File: src/include/ptxfc_defines.svh
`ifndef PTXFC_DEFINES_SVH
`define PTXFC_DEFINES_SVH

// field lengths
`define PTXFC_HDR_FLUSH_LEN   4'h6
`define PTXFC_PAY_FLUSH_LEN   4'h8
`define PTXFC_FRAG_STEP       9'h028
`define PTXFC_FRAG_FIVE_PLUS  9'h008
`define PTXFC_PAD_STEP        3'h2
`define PTXFC_PAD_WRAP        3'h4
// coder and scrambler
`define PTXFC_CONV_G0         7'h79
`define PTXFC_CONV_G1         7'h5b
`define PTXFC_PN_SEED         7'h7f
`define PTXFC_PN_TAP_A        3
`define PTXFC_PN_TAP_B        6

`endif

File: src/include/ptxfc_pkg.sv
package ptxfc_pkg;

  // one output bit with its field boundary marks
  typedef struct packed {
    logic bit_val;
    logic is_header;
    logic frame_last;
  } ptxfc_sym_t;

  // per-frame settings captured at start
  typedef struct packed {
    logic       conv_coding_flag;
    logic [3:0] active_channel_count;
    logic [15:0] pad_len;
  } ptxfc_cfg_t;

  // frame phases
  typedef enum logic [2:0] {
    PH_IDLE,
    PH_HDR_INFO,
    PH_HDR_FRAG,
    PH_HDR_FLUSH,
    PH_HDR_PAD,
    PH_PAY,
    PH_PAY_FLUSH,
    PH_PAY_PAD
  } ptxfc_phase_t;

endpackage : ptxfc_pkg

File: src/verilog/ptxfc_scrambler.sv
`timescale 1ns/1ps
`include "ptxfc_defines.svh"

module ptxfc_scrambler (
  // clock and reset
  input  wire logic clk,
  input  wire logic rst,
  input  wire logic ce,
  // control
  input  wire logic restart,
  input  wire logic in_valid,
  input  wire logic in_bit,
  // output
  output logic      out_bit,
  output logic      pseudo_noise_seq
);

  logic [6:0] lfsr;
  logic       fb;

  // x^7 + x^4 + 1: stages four and seven feed back and give the pn bit
  assign fb               = lfsr[`PTXFC_PN_TAP_A] ^ lfsr[`PTXFC_PN_TAP_B];
  assign pseudo_noise_seq = fb;
  assign out_bit          = in_bit ^ fb;

  // reload on restart so every frame sees the same 127-bit sequence
  always_ff @(posedge clk) begin
    if (rst) begin
      lfsr <= `PTXFC_PN_SEED;
    end else if (ce) begin
      if (restart) begin
        lfsr <= `PTXFC_PN_SEED;
      end else if (in_valid) begin
        lfsr <= {lfsr[5:0], fb};
      end
    end
  end

endmodule : ptxfc_scrambler

File: src/verilog/ptxfc_frame_coder.sv
`timescale 1ns/1ps
`include "ptxfc_defines.svh"


module ptxfc_frame_coder #(
  // header info bits ahead of the fragment: protocol 4, length 8, pad length 9,
  // reserved 3 and header check 12; with flush and pad the header input then
  // comes to 42 bits per active channel, a whole number of coded symbols
  parameter int HDR_INFO_LEN = 36
) (
  // clock and reset
  input  wire logic               clk,
  input  wire logic               rst,
  input  wire logic               ce,
  // frame control
  input  wire logic               start,
  input  wire ptxfc_pkg::ptxfc_cfg_t cfg,
  output logic                    busy,
  // source bits, msb first within each field
  input  wire logic               src_valid,
  input  wire logic               src_bit,
  input  wire logic               src_last,
  output logic                    src_ready,
  // coded and scrambled bits toward the interleaver
  output ptxfc_pkg::ptxfc_sym_t   out_sym,
  output logic                    out_valid,
  input  wire logic               out_ready
);

  // ==========================================================
  // frame sequencing
  // ==========================================================
  ptxfc_pkg::ptxfc_phase_t phase;
  ptxfc_pkg::ptxfc_cfg_t   cur;
  logic [15:0]             cnt;
  logic [8:0]              frag_len;
  logic [2:0]              hpad_len;
  logic [2:0]              chm1;
  logic                    src_end;

  // length table indexed by channel count minus one; eight constant entries
  // keep the multiply out of the per-frame path
  localparam int CH_ENTRIES = 2 ** $bits(chm1);
  logic [8:0] frag_tab [CH_ENTRIES];
  logic [2:0] hpad_tab [CH_ENTRIES];

  for (genvar g = 0; g < CH_ENTRIES; g++) begin : g_len_tab
    localparam logic [2:0] IDX = 3'(g);
    // 40 bits per extra channel, with an 8-bit jump from five channels on
    assign frag_tab[g] = 9'(IDX * `PTXFC_FRAG_STEP) +
                         ((IDX >= 3'h4) ? `PTXFC_FRAG_FIVE_PLUS : 9'h000);
    // header pad keeps the coded header on whole symbols: 0, 2, 4, 6, repeating
    assign hpad_tab[g] = 3'((IDX % `PTXFC_PAD_WRAP) * `PTXFC_PAD_STEP);
  end

  // a count of zero is outside the range and reads the eight-channel entry
  assign chm1     = 3'(cur.active_channel_count - 4'h1);
  assign frag_len = frag_tab[chm1];
  assign hpad_len = hpad_tab[chm1];

  logic coded_phase;
  logic src_phase;
  logic step;
  logic in_bit;
  logic half;
  logic last_bit_of_phase;
  logic [15:0] phase_len;
  logic use_held;
  logic held_bit;
  logic held_last;

  // header always coded; payload only when the flag is on
  // busy comes straight from the phase register and falls with the last step
  assign coded_phase = (phase == ptxfc_pkg::PH_HDR_INFO) || (phase == ptxfc_pkg::PH_HDR_FRAG) ||
                       (phase == ptxfc_pkg::PH_HDR_FLUSH) || (phase == ptxfc_pkg::PH_HDR_PAD) ||
                       cur.conv_coding_flag;
  assign src_phase   = (phase == ptxfc_pkg::PH_HDR_INFO) || (phase == ptxfc_pkg::PH_HDR_FRAG) ||
                       (phase == ptxfc_pkg::PH_PAY);
  assign busy        = (phase != ptxfc_pkg::PH_IDLE);

  // a source bit is taken on the first half of a coded pair; the second half
  // runs from the held copy, so the source may already show its next bit
  assign use_held  = coded_phase && half;
  assign src_ready = src_phase && out_ready && ce && !use_held;
  assign out_valid = busy && (!src_phase || use_held || src_valid);
  assign step      = ce && out_valid && out_ready;

  // zeros for flush and pad fields; source bits pass in msb-first order
  assign in_bit = !src_phase ? 1'b0 :
                  (use_held ? held_bit : src_bit);

  // copy of the taken source bit and its last mark for the second coded half;
  // hazard: without it the second half would code the source's next bit
  always_ff @(posedge clk) begin
    if (rst) begin
      held_bit  <= 1'b0;
      held_last <= 1'b0;
    end else if (ce) begin
      if (src_valid && src_ready) begin
        held_bit  <= src_bit;
        held_last <= src_last;
      end
    end
  end

  // field length in input bits; the payload ends on the source's last mark
  // instead, so its entry is never reached by the counter
  always_comb begin
    unique case (phase)
      ptxfc_pkg::PH_HDR_INFO:  phase_len = 16'(HDR_INFO_LEN);
      ptxfc_pkg::PH_HDR_FRAG:  phase_len = 16'(frag_len);
      ptxfc_pkg::PH_HDR_FLUSH: phase_len = 16'(`PTXFC_HDR_FLUSH_LEN);
      ptxfc_pkg::PH_HDR_PAD:   phase_len = 16'(hpad_len);
      ptxfc_pkg::PH_PAY_FLUSH: phase_len = 16'(`PTXFC_PAY_FLUSH_LEN);
      ptxfc_pkg::PH_PAY_PAD:   phase_len = cur.pad_len;
      default:                 phase_len = 16'hffff;
    endcase
  end

  // an input bit completes once its second coded bit leaves; an uncoded bit
  // completes on its only step
  logic bit_done;
  assign bit_done          = step && (!coded_phase || half);
  assign src_end           = (phase == ptxfc_pkg::PH_PAY) &&
                             (use_held ? held_last : src_last);
  assign last_bit_of_phase = (phase == ptxfc_pkg::PH_PAY) ? src_end : (cnt + 16'h1 >= phase_len);

  // next phase, skipping fields of zero length: info, fragment, flush, header
  // pad, payload, payload flush when coded, payload pad, then idle again
  function automatic ptxfc_pkg::ptxfc_phase_t after(input ptxfc_pkg::ptxfc_phase_t p,
                                                    input logic coded,
                                                    input logic [8:0] fl,
                                                    input logic [2:0] hl,
                                                    input logic [15:0] pl);
    ptxfc_pkg::ptxfc_phase_t n;
    n = ptxfc_pkg::PH_IDLE;
    unique case (p)
      ptxfc_pkg::PH_HDR_INFO:  n = (fl != 9'h000) ? ptxfc_pkg::PH_HDR_FRAG
                                                   : ptxfc_pkg::PH_HDR_FLUSH;
      ptxfc_pkg::PH_HDR_FRAG:  n = ptxfc_pkg::PH_HDR_FLUSH;
      ptxfc_pkg::PH_HDR_FLUSH: n = (hl != 3'h0) ? ptxfc_pkg::PH_HDR_PAD : ptxfc_pkg::PH_PAY;
      ptxfc_pkg::PH_HDR_PAD:   n = ptxfc_pkg::PH_PAY;
      ptxfc_pkg::PH_PAY:       n = coded ? ptxfc_pkg::PH_PAY_FLUSH :
                                   ((pl != 16'h0000) ? ptxfc_pkg::PH_PAY_PAD
                                                     : ptxfc_pkg::PH_IDLE);
      ptxfc_pkg::PH_PAY_FLUSH: n = (pl != 16'h0000) ? ptxfc_pkg::PH_PAY_PAD
                                                    : ptxfc_pkg::PH_IDLE;
      ptxfc_pkg::PH_PAY_PAD:   n = ptxfc_pkg::PH_IDLE;
      ptxfc_pkg::PH_IDLE:      n = ptxfc_pkg::PH_IDLE;
    endcase
    return n;
  endfunction : after

  // pad follows the flush; trade-off: zeros after the flush still keep the coder at zero
  ptxfc_pkg::ptxfc_phase_t next_phase;
  assign next_phase = after(phase, cur.conv_coding_flag, frag_len, hpad_len, cur.pad_len);

  // frame settings are captured once, at the start, and held for the whole
  // frame, so a change of cfg in mid-frame has no effect
  always_ff @(posedge clk) begin
    if (rst) begin
      cur <= '0;
    end else if (ce) begin
      if ((phase == ptxfc_pkg::PH_IDLE) && start) begin
        cur <= cfg;
      end
    end
  end

  // phase register; start is only looked at while idle, so a held start is harmless
  always_ff @(posedge clk) begin
    if (rst) begin
      phase <= ptxfc_pkg::PH_IDLE;
    end else if (ce) begin
      if (phase == ptxfc_pkg::PH_IDLE) begin
        if (start) begin
          phase <= ptxfc_pkg::PH_HDR_INFO;
        end
      end else if (bit_done && last_bit_of_phase) begin
        phase <= next_phase;
      end
    end
  end

  // per-field input bit counter, cleared between fields and while idle
  always_ff @(posedge clk) begin
    if (rst) begin
      cnt <= 16'h0000;
    end else if (ce) begin
      if (phase == ptxfc_pkg::PH_IDLE) begin
        cnt <= 16'h0000;
      end else if (bit_done) begin
        if (last_bit_of_phase) begin
          cnt <= 16'h0000;
        end else begin
          cnt <= cnt + 16'h0001;
        end
      end
    end
  end

  // ==========================================================
  // convolutional encoder
  // ==========================================================
  // rate one-half coder: each input bit leaves as two coded bits, generator
  // 1111001 first; the newest bit sits in window[6] to match the mask order
  logic [5:0] conv_sr;
  logic [6:0] window;
  logic       g0_bit;
  logic       g1_bit;
  logic       coded_bit;

  // window holds the newest bit in the top position
  assign window = {in_bit, conv_sr};
  assign g0_bit = ^(window & `PTXFC_CONV_G0);
  assign g1_bit = ^(window & `PTXFC_CONV_G1);
  assign coded_bit = !coded_phase ? in_bit : (half ? g1_bit : g0_bit);

  // pair toggle: low for the first coded bit of an input bit, high for the second;
  // a coded field only changes on the second half, so pairs never straddle two fields
  always_ff @(posedge clk) begin
    if (rst) begin
      half <= 1'b0;
    end else if (ce) begin
      if (phase == ptxfc_pkg::PH_IDLE) begin
        half <= 1'b0;
      end else if (step && coded_phase) begin
        half <= !half;
      end
    end
  end

  // shift once the second coded bit has left; cleared at each frame start
  always_ff @(posedge clk) begin
    if (rst) begin
      conv_sr <= 6'h00;
    end else if (ce) begin
      if (phase == ptxfc_pkg::PH_IDLE) begin
        conv_sr <= 6'h00;
      end else if (step && coded_phase && half) begin
        conv_sr <= window[6:1];
      end
    end
  end

  // ==========================================================
  // scrambler and output register
  // ==========================================================
  // every bit passes the scrambler, header and payload alike, with no bypass;
  // the sequence restarts while idle, so the first header bit meets the seed
  logic scr_bit;

  ptxfc_scrambler u_scr (
    .clk              (clk),
    .rst              (rst),
    .ce               (ce),
    .restart          (phase == ptxfc_pkg::PH_IDLE),
    .in_valid         (step),
    .in_bit           (coded_bit),
    .out_bit          (scr_bit),
    .pseudo_noise_seq ()
  );

  // field marks for the step in hand; the frame ends on the step that completes its last input bit
  logic next_is_header;
  logic next_frame_last;
  assign next_is_header  = (phase != ptxfc_pkg::PH_PAY) &&
                           (phase != ptxfc_pkg::PH_PAY_FLUSH) &&
                           (phase != ptxfc_pkg::PH_PAY_PAD);
  assign next_frame_last = bit_done && last_bit_of_phase &&
                           (next_phase == ptxfc_pkg::PH_IDLE);

  // registered data; the bit beside out_valid is the scrambled one, and it
  // stands until the next step so a stalled sink sees it unchanged
  always_ff @(posedge clk) begin
    if (rst) begin
      out_sym <= '0;
    end else if (ce && step) begin
      out_sym.bit_val    <= scr_bit;
      out_sym.is_header  <= next_is_header;
      out_sym.frame_last <= next_frame_last;
    end
  end

  // receive-side discard of reserved frames is not part of this transmit path
  // limitation: protocol and reserved header bits pass as plain source bits,
  // so reserved codes are the sender's to avoid

endmodule : ptxfc_frame_coder

File: config.mk
export PLATFORM = sky130hd
export DESIGN_NAME = ptxfc_frame_coder
export DESIGN_NICKNAME = d
export VERILOG_FILES = /design/src/include/ptxfc_pkg.sv /design/src/verilog/ptxfc_scrambler.sv /design/src/verilog/ptxfc_frame_coder.sv
export VERILOG_INCLUDE_DIRS = /design/src /design/src/include
export SDC_FILE = /design/constraint.sdc
export NUM_CORES = 1
export LEC_CHECK = 0
export BUFFER_PORTS_ARGS = -buffer_cell sky130_fd_sc_hd__buf_2
export CORE_ASPECT_RATIO = 0.75
export CORE_MARGIN = 1.5
export CORE_UTILIZATION = 50
export DETAILED_ROUTE_END_ITERATION = 8
export PLACE_DENSITY = 0.77
export SLEW_MARGIN = 20
export SYNTH_ARGS = -nofsm -noshare
export SYNTH_HDL_FRONTEND = slang
export SYNTH_SLANG_ARGS = --single-unit
File: constraint.sdc
create_clock -name clk -period 3.1 [get_ports clk]
set_input_delay 0 -clock clk [delete_from_list [all_inputs] [get_ports clk]]
set_output_delay 0 -clock clk [all_outputs]
set_load 0.01 [all_outputs]
# Word level (Yosys, flattened, before mapping)

Memory sizes are Yosys's and may differ from the RTL's.
Cells that the tools add are included.

Add/subtract/negate cells: 2
Order comparisons: 2
Eq/ne operators: 11
Muxes and demuxes: 28
Bitwise logic cells: 3
Reduce and logical (&&, ||, !) cells: 51

Operator list:

| operator                                      | number |
|---|---|
| one-hot mux 16 bit (6 select lines)           | 1 |
| two-way mux 16 bit                            | 3 |
| two-way mux 3 bit                             | 7 |
| one-hot mux 3 bit (7 select lines)            | 1 |
| logical AND 1 bit                             | 18 |
| two-way mux 9 bit                             | 2 |
| adder 16 x 1 -> 16 bit, second input constant | 1 |
| >= comparator 16 bit                          | 1 |
| nonzero test 16 bit                           | 1 |
| two-way mux 7 bit                             | 2 |
| XOR reduction 7 bit                           | 2 |
| == test 3 bit, second input constant          | 4 |
| two-way mux 6 bit                             | 2 |
| AND reduction 2 bit                           | 6 |
| two-way mux 1 bit                             | 10 |
| nonzero test 2 bit                            | 5 |
| != test 3 bit, second input constant          | 3 |
| nonzero test 9 bit                            | 1 |
| logical OR 1 bit                              | 8 |
| == test 3 x 2 -> 1 bit, second input constant | 2 |
| logical NOT 3 bit                             | 2 |
| nonzero test 3 bit                            | 2 |
| >= comparator 4 bit, second input constant    | 1 |
| logical NOT 1 bit                             | 4 |
| 7 further kinds                               | 8 |

Register bits: 58
Bits in read-only memories: 96
Input bits: 29
Output and inout bits: 6
Word-level logic and storage cells: 112
Memories: 2

Memories:

| memory          | depth | width | read ports | clocked after Yosys merged registers in | wr ports | RTL line                | RTL |
|---|---|---|---|---|---|---|---|
| (no name shown) | 8     | 9     | 1          | 0                                       | 0        | ptxfc_frame_coder.sv:58 | `assign frag_len = frag_tab[chm1];` |
| (no name shown) | 8     | 3     | 1          | 0                                       | 0        | ptxfc_frame_coder.sv:59 | `assign hpad_len = hpad_tab[chm1];` |

# Longest topological paths before layout

Gate-level depths: netlist of the first run.

Depth in word-level cells: 15
Depth in mapped cells: 16

# Cells and area by module

Synthesis of the first run repeated with hierarchy kept, for this count alone.

Cell total of the unflattened synthesis: 460
Area, all modules: 3594.7 sq um

By module, submodules not included:

| module            | times used | cells an instance | area an instance (sq um) |
|---|---|---|---|
| ptxfc_frame_coder | 1          | 431               | 3320.7 |
| ptxfc_scrambler   | 1          | 29                | 274.0 |

# Worst setup path before layout of the first run

Ideal clock, no wire load.

Path type: reg-to-reg
Start point: register cur[16] in the netlist's numbering
End point: register cnt[8]
Arrival time: 3.260 ns
Data required time: 3.031 ns
Slack: -0.229 ns
Stages on the path, launching flop included: 17
Path through: dfxtp_1 -> clkbuf_1 -> inv_1 -> ha_1 -> inv_1 -> ha_1 -> mux2_2 -> o21ai_0 -> o21ai_0 -> ha_1 -> a21oi_1 -> o211ai_1 -> a211o_1 -> a211oi_4 -> buf_6 -> o21ai_2 -> a21oi_2

Word-level cells in the longest chain between the ends: 11

Ends and longest elaborated chain:

| what                                                                                       | RTL line                                         | RTL |
|---|---|---|
| start: declaration                                                                         | ptxfc_frame_coder.sv:34                          | `ptxfc_pkg::ptxfc_cfg_t cur;` |
| start signal: assignment                                                                   | ptxfc_frame_coder.sv:165                         | `cur <= cfg;` |
| subtractor 3 x 1 -> 3 bit *                                                                | ptxfc_frame_coder.sv:57                          | `assign chm1 = 3'(cur.active_channel_count - 4'h1);` |
| inverter 3 -> 4 bit (implied by the code) *                                                | ptxfc_frame_coder.sv:58, ptxfc_frame_coder.sv:59 |  |
| memory (8 x 3 bit) or memory (8 x 9 bit) (tied branches)                                   | -                                                |  |
| two-way mux 3 bit (implied by the code) or two-way mux 9 bit (tied branches) (2 in series) | ptxfc_frame_coder.sv:59, ptxfc_frame_coder.sv:58 |  |
| one-hot mux 16 bit (6 select lines) *                                                      | ptxfc_frame_coder.sv:109                         | `unique case (phase)` |
| >= comparator 16 bit *                                                                     | ptxfc_frame_coder.sv:126                         | `assign last_bit_of_phase = (phase == ptxfc_pkg::PH_PAY) ? src_end : (cnt + 16'h1 >= phase_len);` |
| two-way mux 1 bit *                                                                        | ptxfc_frame_coder.sv:126                         |  |
| two-way mux 16 bit *                                                                       | ptxfc_frame_coder.sv:193                         | `if (last_bit_of_phase) begin` |
| two-way mux 16 bit *                                                                       | ptxfc_frame_coder.sv:192                         | `end else if (bit_done) begin` |
| two-way mux 16 bit *                                                                       | ptxfc_frame_coder.sv:190                         | `if (phase == ptxfc_pkg::PH_IDLE) begin` |
| end signal: assignment                                                                     | ptxfc_frame_coder.sv:196                         | `cnt <= cnt + 16'h0001;` |
| end: declaration                                                                           | ptxfc_frame_coder.sv:35                          | `logic [15:0] cnt;` |

Mark *: on every way between the ends. The rest lies on a longest branch, timed or not. The select of a mux whose other input is x is not followed.
A chain may end at the register's enable or synchronous reset.

# Worst setup path after layout of the first run

Start point: register cnt[1]
End point: register cnt[0]

Word-level cells in the longest chain between the ends: 6

Ends and longest elaborated chain:

| what                   | RTL line |
|---|---|
| adder 16 x 1 -> 16 bit | ptxfc_frame_coder.sv:126 |
| >= comparator 16 bit   | ptxfc_frame_coder.sv:126 |
| two-way mux 1 bit      | ptxfc_frame_coder.sv:126 |
| two-way mux 16 bit     | ptxfc_frame_coder.sv:193 |
| two-way mux 16 bit     | ptxfc_frame_coder.sv:192 |
| two-way mux 16 bit     | ptxfc_frame_coder.sv:190 |

No other way between the ends. The select of a mux whose other input is x is not followed.

==> results of run 1 <==
cell families (layout without fill, tap and decap cells):
kind of cell	after synthesis	in the layout	synth area share (%)
buffers and inverters	41	113	4.78
xor gates and xnor gates	13	13	3.51
adders and majority gates	22	22	7.57
and+or+nand+nor	191	191	25.7
muxes	6	6	1.69
DFF	58	58	31.9
AOI/OAI and AO/OA	133	133	24.8
worst max-delay path, stage by stage, from the launching register on:
cell and delay [ps]:
sky130_fd_sc_hd__dfxtp_1 350, sky130_fd_sc_hd__ha_2 200, sky130_fd_sc_hd__nand3_1 130, sky130_fd_sc_hd__or2_4 290, sky130_fd_sc_hd__o21a_1 210, sky130_fd_sc_hd__or2_2 300
sky130_fd_sc_hd__ha_1 290, sky130_fd_sc_hd__nand4_1 130, sky130_fd_sc_hd__a211oi_2 50, sky130_fd_sc_hd__a211o_1 340, sky130_fd_sc_hd__a211oi_4 270, sky130_fd_sc_hd__buf_6 180
sky130_fd_sc_hd__mux2i_1 80, sky130_fd_sc_hd__nor2_1 160
repair_timing:
item,CTS,global route
setup endpoints to repair,8,20
pin swaps,15,21
endpoints found under the hold margin,22,0
gates cloned,1,0
setup buffers,9,2
gates resized for setup,12,11
hold buffers,24,0
power groups by stage:
stage,clock [mW],sequential (mW),combinational [mW]
floorplan,0,0.788,0.142
CTS,0.785,0.778,0.237
detailed placement,0,0.794,0.202
global route,0.818,0.779,0.267
global placement,0,0.793,0.198
finish,0.776,0.778,0.244
placed cells by master (no fill, tap or decap), types with 5 or more instances in the layout:
cell type | synthesis | routed
sky130_fd_sc_hd__nand2_1 | 73 | 73
sky130_fd_sc_hd__dfxtp_1 | 58 | 54
sky130_fd_sc_hd__a21oi_1 | 49 | 46
sky130_fd_sc_hd__nor2_1 | 36 | 35
sky130_fd_sc_hd__buf_2 | 4 | 33
sky130_fd_sc_hd__dlygate4sd3_1 | 0 | 24
sky130_fd_sc_hd__buf_4 | 0 | 23
sky130_fd_sc_hd__o21ai_0 | 22 | 20
sky130_fd_sc_hd__ha_1 | 22 | 19
sky130_fd_sc_hd__nand3_1 | 12 | 12
sky130_fd_sc_hd__inv_1 | 14 | 11
sky130_fd_sc_hd__a21oi_2 | 8 | 11
sky130_fd_sc_hd__clkbuf_8 | 0 | 10
sky130_fd_sc_hd__and2_1 | 9 | 9
sky130_fd_sc_hd__nor3_1 | 11 | 9
sky130_fd_sc_hd__nand2b_1 | 8 | 8
sky130_fd_sc_hd__xnor2_1 | 8 | 8
sky130_fd_sc_hd__or2_2 | 9 | 8
sky130_fd_sc_hd__o21ai_2 | 7 | 8
sky130_fd_sc_hd__nor2b_1 | 7 | 7
sky130_fd_sc_hd__and4_1 | 5 | 5
sky130_fd_sc_hd__nand4_1 | 5 | 5
sky130_fd_sc_hd__mux2i_1 | 5 | 5
sky130_fd_sc_hd__a22oi_1 | 6 | 5
final timing paths:
| check | start | endpoint | slack [ps] | cells after the start |
|---|---|---|---|---|
| worst max-delay path | cnt[1]$_SDFFE_PP0P_ | cnt[0]$_SDFFE_PP0P_ | 50 | 13 |
| worst min register to register | held_bit$_SDFFE_PP0P_ | held_bit$_SDFFE_PP0P_ | 460 | 2 |
| worst max register to register | cnt[1]$_SDFFE_PP0P_ | cnt[0]$_SDFFE_PP0P_ | 50 | 13 |
| worst min-delay path | src_valid | held_bit$_SDFFE_PP0P_ | 60 | 4 |
sequential cells by signal, indices dropped and copies added, names as in the netlist:
name,count
cnt,16
conv_sr,6
cur,20
half,1
held_bit,1
held_last,1
out_sym,3
phase,3
u_scr.lfsr,7
metal layers:
layer / GRT usage (%) / up-vias
met2: 38.5 / 142
met1: 35.0 / 1668
li1: - / 1775
met5: 0 / -
met4: 8.47 / 0
met3: 7.02 / 17
layout make-up:
class | count | area, µm² | share of cell area, %
clock buffers | 11 | 141 | 3.10
flip-flops and latches | 58 | 1170 | 25.6
repair buffers | 82 | 601 | 13.2
multi-input cells | 365 | 2390 | 52.5
inverters | 15 | 58.8 | 1.29
well taps | 98 | 123 | 2.69
clock inverters | 5 | 77.6 | 1.70
==> flow_metrics.tcl, run 1 <==
set metrics [dict create \
    cellPowerDensity_mw_per_mm2 394 \
    highest_layer "met4" \
    final_area_mm2 0.00456 \
    placed_cells_incl_taps 584 \
    routedLengthMet1_um 4550 \
    core.rowCount 26 \
    via_per_inst 5.68 \
    height_of_the_chip_um 76.9 \
    detailed_place.area_mm2 0.00396 \
    synth-edff-count 0 \
    worstPathRequired_ps 3360 \
    yosysTopAreaCell "sky130_fd_sc_hd__dfxtp_1" \
    grtUsageTotal_pct 25.5 \
    post_synth_instance_area_mm2 0.00364 \
    power.internal_mw 1.34 \
    post-route-worst-setup-slack_ps 53.9 \
    dr.pass1.iters 5 \
    vias_in_the_first_global_route 3357 \
    floorplan.die.width_um 102 \
    nets_in_the_synthesized_netlist 515 \
    final_nets 582 \
    synth-seq-area-share_pct 31.9 \
    max_freq_mhz 328 \
    initial_utilization_pct 52.5 \
    synth_most_common_cell "sky130_fd_sc_hd__nand2_1" \
    vias_after_detailed_routing 3602 \
    dr_wl_met2_um 4180 \
    rsz0062_at_grt "true" \
    min_path_type "input pin to flip-flop" \
    worst_clock_skew_ps 7.79 \
    dominant_synthesized_flop_cell "sky130_fd_sc_hd__dfxtp_1" \
    post_drt_wl_per_cell_um 15.2 \
    cts-root-to-sink-buffers 2 \
    holdWs_ps 58.1 \
    grt_first_pass_wirelength_um 15600 \
    setup.worst_path.class "flip-flop to flip-flop" \
    wirelength_um 9650 \
    grt_overflow 0 \
    total_power_of_the_final_layout_mw 1.80 \
    drt_drc_violations_left 0 \
    final_layout_size_suffix_gt1_share_pct 24.6 \
    power.combinational.fraction_pct 13.5 \
    p_leak_nw 1.76 \
    async_flop_share_pct 0 \
    worst_setup_hold_path_clk_slew_ps 60 \
    post_synth_main_area_contributors "sky130_fd_sc_hd__dfxtp_1 32%, sky130_fd_sc_hd__ha_1 7.6%, sky130_fd_sc_hd__nand2_1 7.5%, sky130_fd_sc_hd__a21oi_1 6.7%, sky130_fd_sc_hd__nor2_1 3.7%" \
    post_synthesis_area_per_instance_um2 7.84 \
    final_cell_count_without_fillers 634 \
    synth_seq_cells 58 \
    timing.max_cap.violations 0 \
    place_hpwl_um 6450 \
    report.final.setup_viol 0 \
    antenna_violating_nets_post_route 0 \
    final-hold-violation-count 0 \
    max_slew_margin_pct 48.7 \
    worst_ir_drop_vdd_mv 0.306 \
    worst_ep_arrival_time_ps 3310 \
    root_buffer_selected_by_cts "sky130_fd_sc_hd__clkbuf_8" \
    worstPathMaxFanout 8 \
    grt_start_max_net_pins 31 \
    crit_path_end_kind "flip-flop" \
    fp.coreArea_mm2 0.00693 \
    antenna_violations_before_repair 0 \
    layout_worst_path_cycle_share_pct 98.3 \
    distinct_cell_type_count_after_synthesis 60 \
    status "finished clean" \
    clkPwrFrac_pct 43.1 \
    io_buffers 33 \
    min_period_ps 3050 \
    sw_frac_of_total_pct 25.6 \
    worst_pin_slew_ps 769 \
    cts_tree "done" \
    setup.worst_path.start_class "flip-flop" \
    antenna_cells_inserted 0 \
    area_growth_syn_to_layout_pct 25.3 \
    dpl_worst_slack_ps 1.02 \
    synthTopCellsByCount "73 x sky130_fd_sc_hd__nand2_1, 58 x sky130_fd_sc_hd__dfxtp_1, 49 x sky130_fd_sc_hd__a21oi_1" \
    netlist_instances 464 \
    slew_violations 0 \
    ioPinCount 35 \
    power_share_of_the_sequential_group_pct 43.3 \
    routabilityCongestion 1.01 \
    synth.yosys.warnings 0 \
    overall_die_area_mm2 0.00780 \
    fin_tns_setup_ps 0 \
    clkSinkCount 58 \
    worstSkewPairLatency_ps 340 \
    layout.filler_cells 587 \
    power_switching_mw 0.460 \
    ctsHtreeMaxLevel 3 \
    cts_made_buffers 9 \
    drt_iter0_drc 351 \
    synth_top_area_share_pct 31.9 \
    length_of_routed_met3_wiring_um 744 \
    finalCoreUtilization_pct 65.8 \
]
Power figures use the tool's default switching activity.
==> run 2, diff against run 1 <==
--- a/config.mk
+++ b/config.mk
@@ -6,6 +6,7 @@
 export SDC_FILE = /design/constraint.sdc
 export NUM_CORES = 1
 export LEC_CHECK = 0
+export ABC_AREA = 1
 export BUFFER_PORTS_ARGS = -buffer_cell sky130_fd_sc_hd__buf_2
 export CORE_ASPECT_RATIO = 0.75
 export CORE_MARGIN = 1.5
==> run 2 against run 1 <==
  * First-iteration DRC count decreased by 40%
  * Cell count grew 5.8%
  * Combinational power increased by 120%
  * Die area down 4.1%
  * Synthesized cell count rose by 11%
  * Global-route usage decreased by 2.1 points
  * Critical endpoint is now cnt[2]$_SDFFE_PP0P_
==> flow_metrics.tcl, run 2 <==
set metrics [dict create \
    via_per_inst 5.20 \
    post_synthesis_area_per_instance_um2 6.79 \
    ctsHtreeMaxLevel 3 \
    min_period_ps 2980 \
    io_buffers 33 \
    drt_iter0_drc 210 \
    antenna_violations_before_repair 0 \
    cts_made_buffers 9 \
    p_leak_nw 2.07 \
    vias_in_the_first_global_route 3019 \
    layout.cells.most_common_list "119 x sky130_fd_sc_hd__nand2_1, 69 x sky130_fd_sc_hd__inv_1, 64 x sky130_fd_sc_hd__a21oi_1" \
    post_synth_main_area_contributors "sky130_fd_sc_hd__dfxtp_1 33%, sky130_fd_sc_hd__nand2_1 13%, sky130_fd_sc_hd__a21oi_1 9.6%, sky130_fd_sc_hd__ha_1 7.9%, sky130_fd_sc_hd__inv_1 7.7%" \
    antenna_violating_nets_post_route 0 \
    worst_clock_skew_ps 8.32 \
    final_layout_size_suffix_gt1_share_pct 18.4 \
    grt_first_pass_wirelength_um 13700 \
    vias_after_detailed_routing 3489 \
    min_path_type "input pin to flip-flop" \
    worst_pin_slew_ps 885 \
    synth-seq-area-share_pct 33.3 \
    netlist_instances 513 \
    synth_seq_cells 58 \
    post_synth_instance_area_mm2 0.00348 \
    place_hpwl_um 5910 \
    setup.worst_path.start_class "flip-flop" \
    timing.max_cap.violations 0 \
    worstPathMaxFanout 7 \
    worst_ep_arrival_time_ps 3250 \
    root_buffer_selected_by_cts "sky130_fd_sc_hd__clkbuf_8" \
    grtUsageTotal_pct 23.4 \
    setup.worst_path.class "flip-flop to flip-flop" \
    drt_drc_violations_left 0 \
    fp.coreArea_mm2 0.00677 \
    synth_most_common_cell "sky130_fd_sc_hd__nand2_1" \
    dpl_worst_slack_ps 12.7 \
    critical-path-slowest-cell "sky130_fd_sc_hd__dfxtp_4" \
    worstPathRequired_ps 3370 \
    max_slew_margin_pct 41.0 \
    worst-path-buf-inv 3 \
    reg.largest.list "cur (20), cnt (16), u_scr.lfsr (7)" \
    report.final.setup_viol 0 \
    final_nets 635 \
    ioPinCount 35 \
    grt_start_max_net_pins 47 \
    antenna_cells_inserted 0 \
    synth_top_area_share_pct 33.3 \
    async_flop_share_pct 0 \
    floorplan.die.width_um 99.4 \
    max_stage_delay_ps 380 \
    post_drt_wl_per_cell_um 13.1 \
    final_area_mm2 0.00439 \
    area_growth_syn_to_layout_pct 26.0 \
    worst_setup_hold_path_clk_slew_ps 60 \
    clkSinkCount 58 \
    grt_overflow 0 \
    post-route-worst-setup-slack_ps 121 \
    holdWs_ps 20.2 \
    layout.cells.most_common "sky130_fd_sc_hd__nand2_1" \
    synth-edff-count 0 \
    nets_in_the_synthesized_netlist 564 \
    dr.pass1.iters 5 \
    worstSkewPairLatency_ps 340 \
    slew_violations 0 \
    largest-register "cur" \
    synth.yosys.warnings 0 \
    cellPowerDensity_mw_per_mm2 464 \
    cts-root-to-sink-buffers 2 \
    initial_utilization_pct 51.5 \
    register_area_mm2 0.00117 \
    footprint_of_the_multi_input_gates_mm2 0.00208 \
    crit_path_end_kind "flip-flop" \
    distinct_cell_type_count_after_synthesis 35 \
    height_of_the_chip_um 75.3 \
    dominant_synthesized_flop_cell "sky130_fd_sc_hd__dfxtp_1" \
    cts_tree "done" \
    routabilityCongestion 0.903 \
    wirelength_um 8810 \
    worst_ir_drop_vdd_mv 0.365 \
    yosysTopAreaCell "sky130_fd_sc_hd__dfxtp_1" \
    final-hold-violation-count 0 \
    critical-path-top-delay-family "simple AND/OR/NAND/NOR gates" \
    status "finished clean" \
    overall_die_area_mm2 0.00748 \
    detailed_place.area_mm2 0.00380 \
    crit_path_frequent_cell "sky130_fd_sc_hd__nand2_1" \
    max_freq_mhz 336 \
    layout.filler_cells 588 \
    synthTopCellsByCount "123 x sky130_fd_sc_hd__nand2_1, 71 x sky130_fd_sc_hd__inv_1, 67 x sky130_fd_sc_hd__a21oi_1" \
    core.rowCount 26 \
    fin_tns_setup_ps 0 \
    layout_worst_path_cycle_share_pct 96.1 \
    crit_path_cell_trace "ha_2 > nand3_2 > nor2_1 > nand4_1 > nor2_2 > nand3_1 > xor2_1 > inv_1 > ha_1 > nand2_1 > inv_1 > o21bai_1 > nand2_1 > a21oi_2 > nand3_1 > nand2_1 > nand2_2 > nor2_4 > clkbuf_16 > nand2_1 > a21oi_1" \
    largest_reg_flops 20 \
]
run 2: cell types whose count changed in the layout (fill, tap and decap cells not counted), sizes merged, moves of 9 or more:
| cell | change |
|---|---|
| buf | -10 |
| inv | +61 |
| and2 | -9 |
| xor2 | +10 |
| a21oi | +10 |
| nand2 | +54 |
| nand3 | +17 |
run 2: tightest hold or removal path: stages:
cell and delay (ps):
sky130_fd_sc_hd__buf_2 100, sky130_fd_sc_hd__nand2_1 80, sky130_fd_sc_hd__nand2_1 70, sky130_fd_sc_hd__a21oi_1 60
run 2: power by group:
part	switching, mW	total [mW]	internal [mW]
logic	0.326	0.527	0.201
registers	0.0288	0.812	0.783
clock network	0.297	0.700	0.403
total	0.652	2.04	1.39
run 2: kinds of logic (layout without fill, tap and decap cells):
family | count (synthesis) | count (layout) | synth area share, %
AND/OR/NAND/NOR | 212 | 212 | 27.0
AO/OA/AOI/OAI | 115 | 115 | 17.6
buffers and inverters | 90 | 164 | 10.1
flip-flops | 58 | 58 | 33.3
adder cells (fa/ha/maj) | 22 | 22 | 7.90
XOR/XNOR | 16 | 16 | 4.02
run 2: per-layer routing:
layer | share of wire (%) | global-route usage (%) | up-vias | wire length (µm)
met5 | 0 | 0 | - | 0
met4 | 1.3 | 5.63 | 0 | 116
met3 | 4.0 | 6.22 | 12 | 349
met2 | 47 | 38.6 | 84 | 4130
met1 | 48 | 31.2 | 1575 | 4210
li1 | - | - | 1818 | -
run 2: what timing repair did:
item / in CTS / in global routing
cloned: 0 / 1
gates resized for setup: 1 / 33
hold buffers: 24 / 0
setup buffers: 0 / 2
endpoints found under the setup margin: 1 / 20
hold endpoints to repair: 22 / 0
pin swaps: 0 / 10
run 2: area by class of cell:
class	instances	share of cell area, %
repair buffers	73	12.7
multi-input cells	365	47.4
clock inverters	3	0.912
flip-flops and latches	58	26.6
clock buffers	11	3.45
well taps	84	2.39
inverters	77	6.58
run 2: metrics by stage:
step	std cells	util (%)	total power [mW]
2_1_floorplan	513	-	1.15
3_3_place_gp	630	56.2	1.27
3_5_place_dp	630	56.2	1.28
4_1_cts	668	62.6	2.00
5_1_grt	671	64.9	2.15
6_report	671	64.9	2.04
run 2: worst paths after layout:
path	start	end	slack, ps	cells past startpoint
worst max-delay path	cnt[0]$_SDFFE_PP0P_	cnt[2]$_SDFFE_PP0P_	120	21
worst min-delay path	src_valid	held_bit$_SDFFE_PP0P_	20	4
worst max register to register	cnt[0]$_SDFFE_PP0P_	cnt[2]$_SDFFE_PP0P_	120	21
worst min register to register	conv_sr[2]$_SDFFE_PP0P_	conv_sr[2]$_SDFFE_PP0P_	460	2
==> run 3, diff against run 2 <==
--- a/config.mk
+++ b/config.mk
@@ -7,7 +7,7 @@
 export NUM_CORES = 1
 export LEC_CHECK = 0
 export ABC_AREA = 1
-export BUFFER_PORTS_ARGS = -buffer_cell sky130_fd_sc_hd__buf_2
+export BUFFER_PORTS_ARGS = -buffer_cell sky130_fd_sc_hd__clkbuf_2
 export CORE_ASPECT_RATIO = 0.75
 export CORE_MARGIN = 1.5
 export CORE_UTILIZATION = 50
==> run 3 against run 2 <==
  * Utilization increased by 0.92 points
  * Global-route usage grew 0.74 points
  * Sequential share of layout area down 0.35 points
  * Cell count up 0.45%
  * Critical path type unchanged
  * Largest power group unchanged
  * Sequential power about the same
  * Critical path depth stayed put
  * Largest cell class unchanged
  * Sequential cell count did not move
  * Power increased by 1.7%
==> flow_metrics.tcl, run 3 (synthesized netlist as in run 2, its figures left out) <==
set metrics [dict create \
    fp.coreArea_mm2 0.00677 \
    core.rowCount 26 \
    layout.filler_cells 584 \
    grtUsageTotal_pct 24.2 \
    cts-root-to-sink-buffers 2 \
    cts_made_buffers 9 \
    detailed_place.area_mm2 0.00381 \
    clkPwrFrac_pct 35.3 \
    worst_pin_slew_ps 920 \
    worst_setup_hold_path_clk_slew_ps 70 \
    crit_path_frequent_cell "sky130_fd_sc_hd__nand2_1" \
    place_hpwl_um 5850 \
    drt_drc_violations_left 0 \
    slew_violations 0 \
    max_stage_delay_ps 370 \
    antenna_violations_before_repair 0 \
    final_layout_size_suffix_gt1_share_pct 19.0 \
    worst_ir_drop_vdd_mv 0.339 \
    post_drt_wl_per_cell_um 13.5 \
    max_slew_margin_pct 38.6 \
    routabilityCongestion 0.894 \
    min_path_type "input pin to flip-flop" \
    setup.worst_path.class "flip-flop to flip-flop" \
    fin_tns_setup_ps 0 \
    total_power_of_the_final_layout_mw 2.07 \
    report.final.setup_viol 0 \
    sw_frac_of_total_pct 31.8 \
    placed_cells_incl_taps 631 \
    crit_path_cell_trace "ha_4 > nand3_2 > nor2_1 > nand4_1 > nor2_2 > nand3_1 > xor2_1 > inv_1 > ha_1 > nand2_1 > inv_1 > o21bai_1 > nand2_1 > a21oi_2 > nand3_2 > nand2_2 > nand2_4 > nor2_4 > clkbuf_16 > nand2_1 > a21oi_1" \
    min_period_ps 3000 \
    reg.largest.list "cur (20), cnt (16), u_scr.lfsr (7)" \
    cts_tree "done" \
    layout_worst_path_cycle_share_pct 96.9 \
    dr.pass1.iters 4 \
    initial_utilization_pct 51.5 \
    max_freq_mhz 333 \
    worst_clock_skew_ps 9.79 \
    largest_reg_flops 20 \
    status "finished clean" \
    final_nets 637 \
    antenna_violating_nets_post_route 0 \
    floorplan.die.width_um 99.4 \
    wirelength_um 9120 \
    worstSkewPairLatency_ps 350 \
    grt_overflow 0 \
    crit_path_end_kind "flip-flop" \
    timing.max_cap.violations 0 \
    vias_in_the_first_global_route 3128 \
    worst-path-buf-inv 3 \
    largest-register "cur" \
    power_switching_mw 0.660 \
    vias_after_detailed_routing 3554 \
    worst_ep_arrival_time_ps 3270 \
    ioPinCount 35 \
    p_leak_nw 2.10 \
    worstPathRequired_ps 3370 \
    layout.cells.most_common "sky130_fd_sc_hd__nand2_1" \
    root_buffer_selected_by_cts "sky130_fd_sc_hd__clkbuf_8" \
    layout.cells.most_common_list "119 x sky130_fd_sc_hd__nand2_1, 69 x sky130_fd_sc_hd__inv_1, 63 x sky130_fd_sc_hd__a21oi_1" \
    power.combinational.fraction_pct 25.6 \
    final_cell_count_without_fillers 674 \
    ctsHtreeMaxLevel 3 \
    final_area_mm2 0.00445 \
    cellPowerDensity_mw_per_mm2 466 \
    drt_iter0_drc 199 \
    power_share_of_the_sequential_group_pct 39.1 \
    critical-path-slowest-cell "sky130_fd_sc_hd__dfxtp_2" \
    setup.worst_path.start_class "flip-flop" \
    dpl_worst_slack_ps 14.9 \
    worstPathMaxFanout 7 \
    via_per_inst 5.27 \
    clkSinkCount 58 \
    grt_start_max_net_pins 47 \
    height_of_the_chip_um 75.3 \
    power.internal_mw 1.41 \
    antenna_cells_inserted 0 \
    grt_first_pass_wirelength_um 14100 \
    critical-path-top-delay-family "simple AND/OR/NAND/NOR gates" \
    area_growth_syn_to_layout_pct 27.8 \
    overall_die_area_mm2 0.00748 \
    final-hold-violation-count 0 \
    post-route-worst-setup-slack_ps 96.4 \
    io_buffers 33 \
]
-- run 3: timing repair --
item / in CTS / in global routing
gates resized for setup: 0 / 39
hold endpoints to repair: 22 / 0
setup buffers: 0 / 2
endpoints found under the setup margin: 0 / 20
hold buffers: 25 / 0
-- run 3: final cells by class --
class | count | area [µm²] | share of cell area (%)
multi-input combinational | 365 | 2110 | 47.4
clock inverter | 2 | 35.0 | 0.787
tap | 84 | 105 | 2.36
inverter | 77 | 289 | 6.49
timing repair buffer | 75 | 573 | 12.9
sequential | 58 | 1170 | 26.3
clock buffer | 13 | 169 | 3.79
-- run 3: through the flow --
step	hold WS [ps]	utilization, %
2_1_floorplan	69.1	-
3_3_place_gp	274	56.3
3_5_place_dp	286	56.3
4_1_cts	167	63.0
5_1_grt	184	65.8
6_report	172	65.8
-- run 3: power groups by stage --
stage | sequential (mW) | combinational [mW] | clock [mW]
detailed placement | 0.825 | 0.462 | 0
floorplan | 0.820 | 0.333 | 0
global placement | 0.824 | 0.450 | 0
CTS | 0.808 | 0.489 | 0.734
global route | 0.815 | 0.601 | 0.769
finish | 0.811 | 0.531 | 0.733
-- run 3: path summary, 6_finish.rpt --
check,from,endpoint,slack [ps],cells past startpoint
setup / recovery,cnt[0]$_SDFFE_PP0P_,cnt[13]$_SDFFE_PP0P_,100,21
hold / removal,rst,cnt[2]$_SDFFE_PP0P_,170,2
setup reg to reg,cnt[0]$_SDFFE_PP0P_,cnt[13]$_SDFFE_PP0P_,100,21
hold reg to reg,conv_sr[2]$_SDFFE_PP0P_,conv_sr[2]$_SDFFE_PP0P_,460,2
-- run 3: routing by layer --
metal | share of wire (%) | vias to the layer above | global-route usage, % | wire, µm
li1 | - | 1823 | - | -
met1 | 46 | 1597 | 31.7 | 4170
met2 | 46 | 113 | 39.1 | 4240
met3 | 5.3 | 21 | 6.87 | 484
met4 | 2.5 | 0 | 7.82 | 225
met5 | 0 | - | 0 | 0
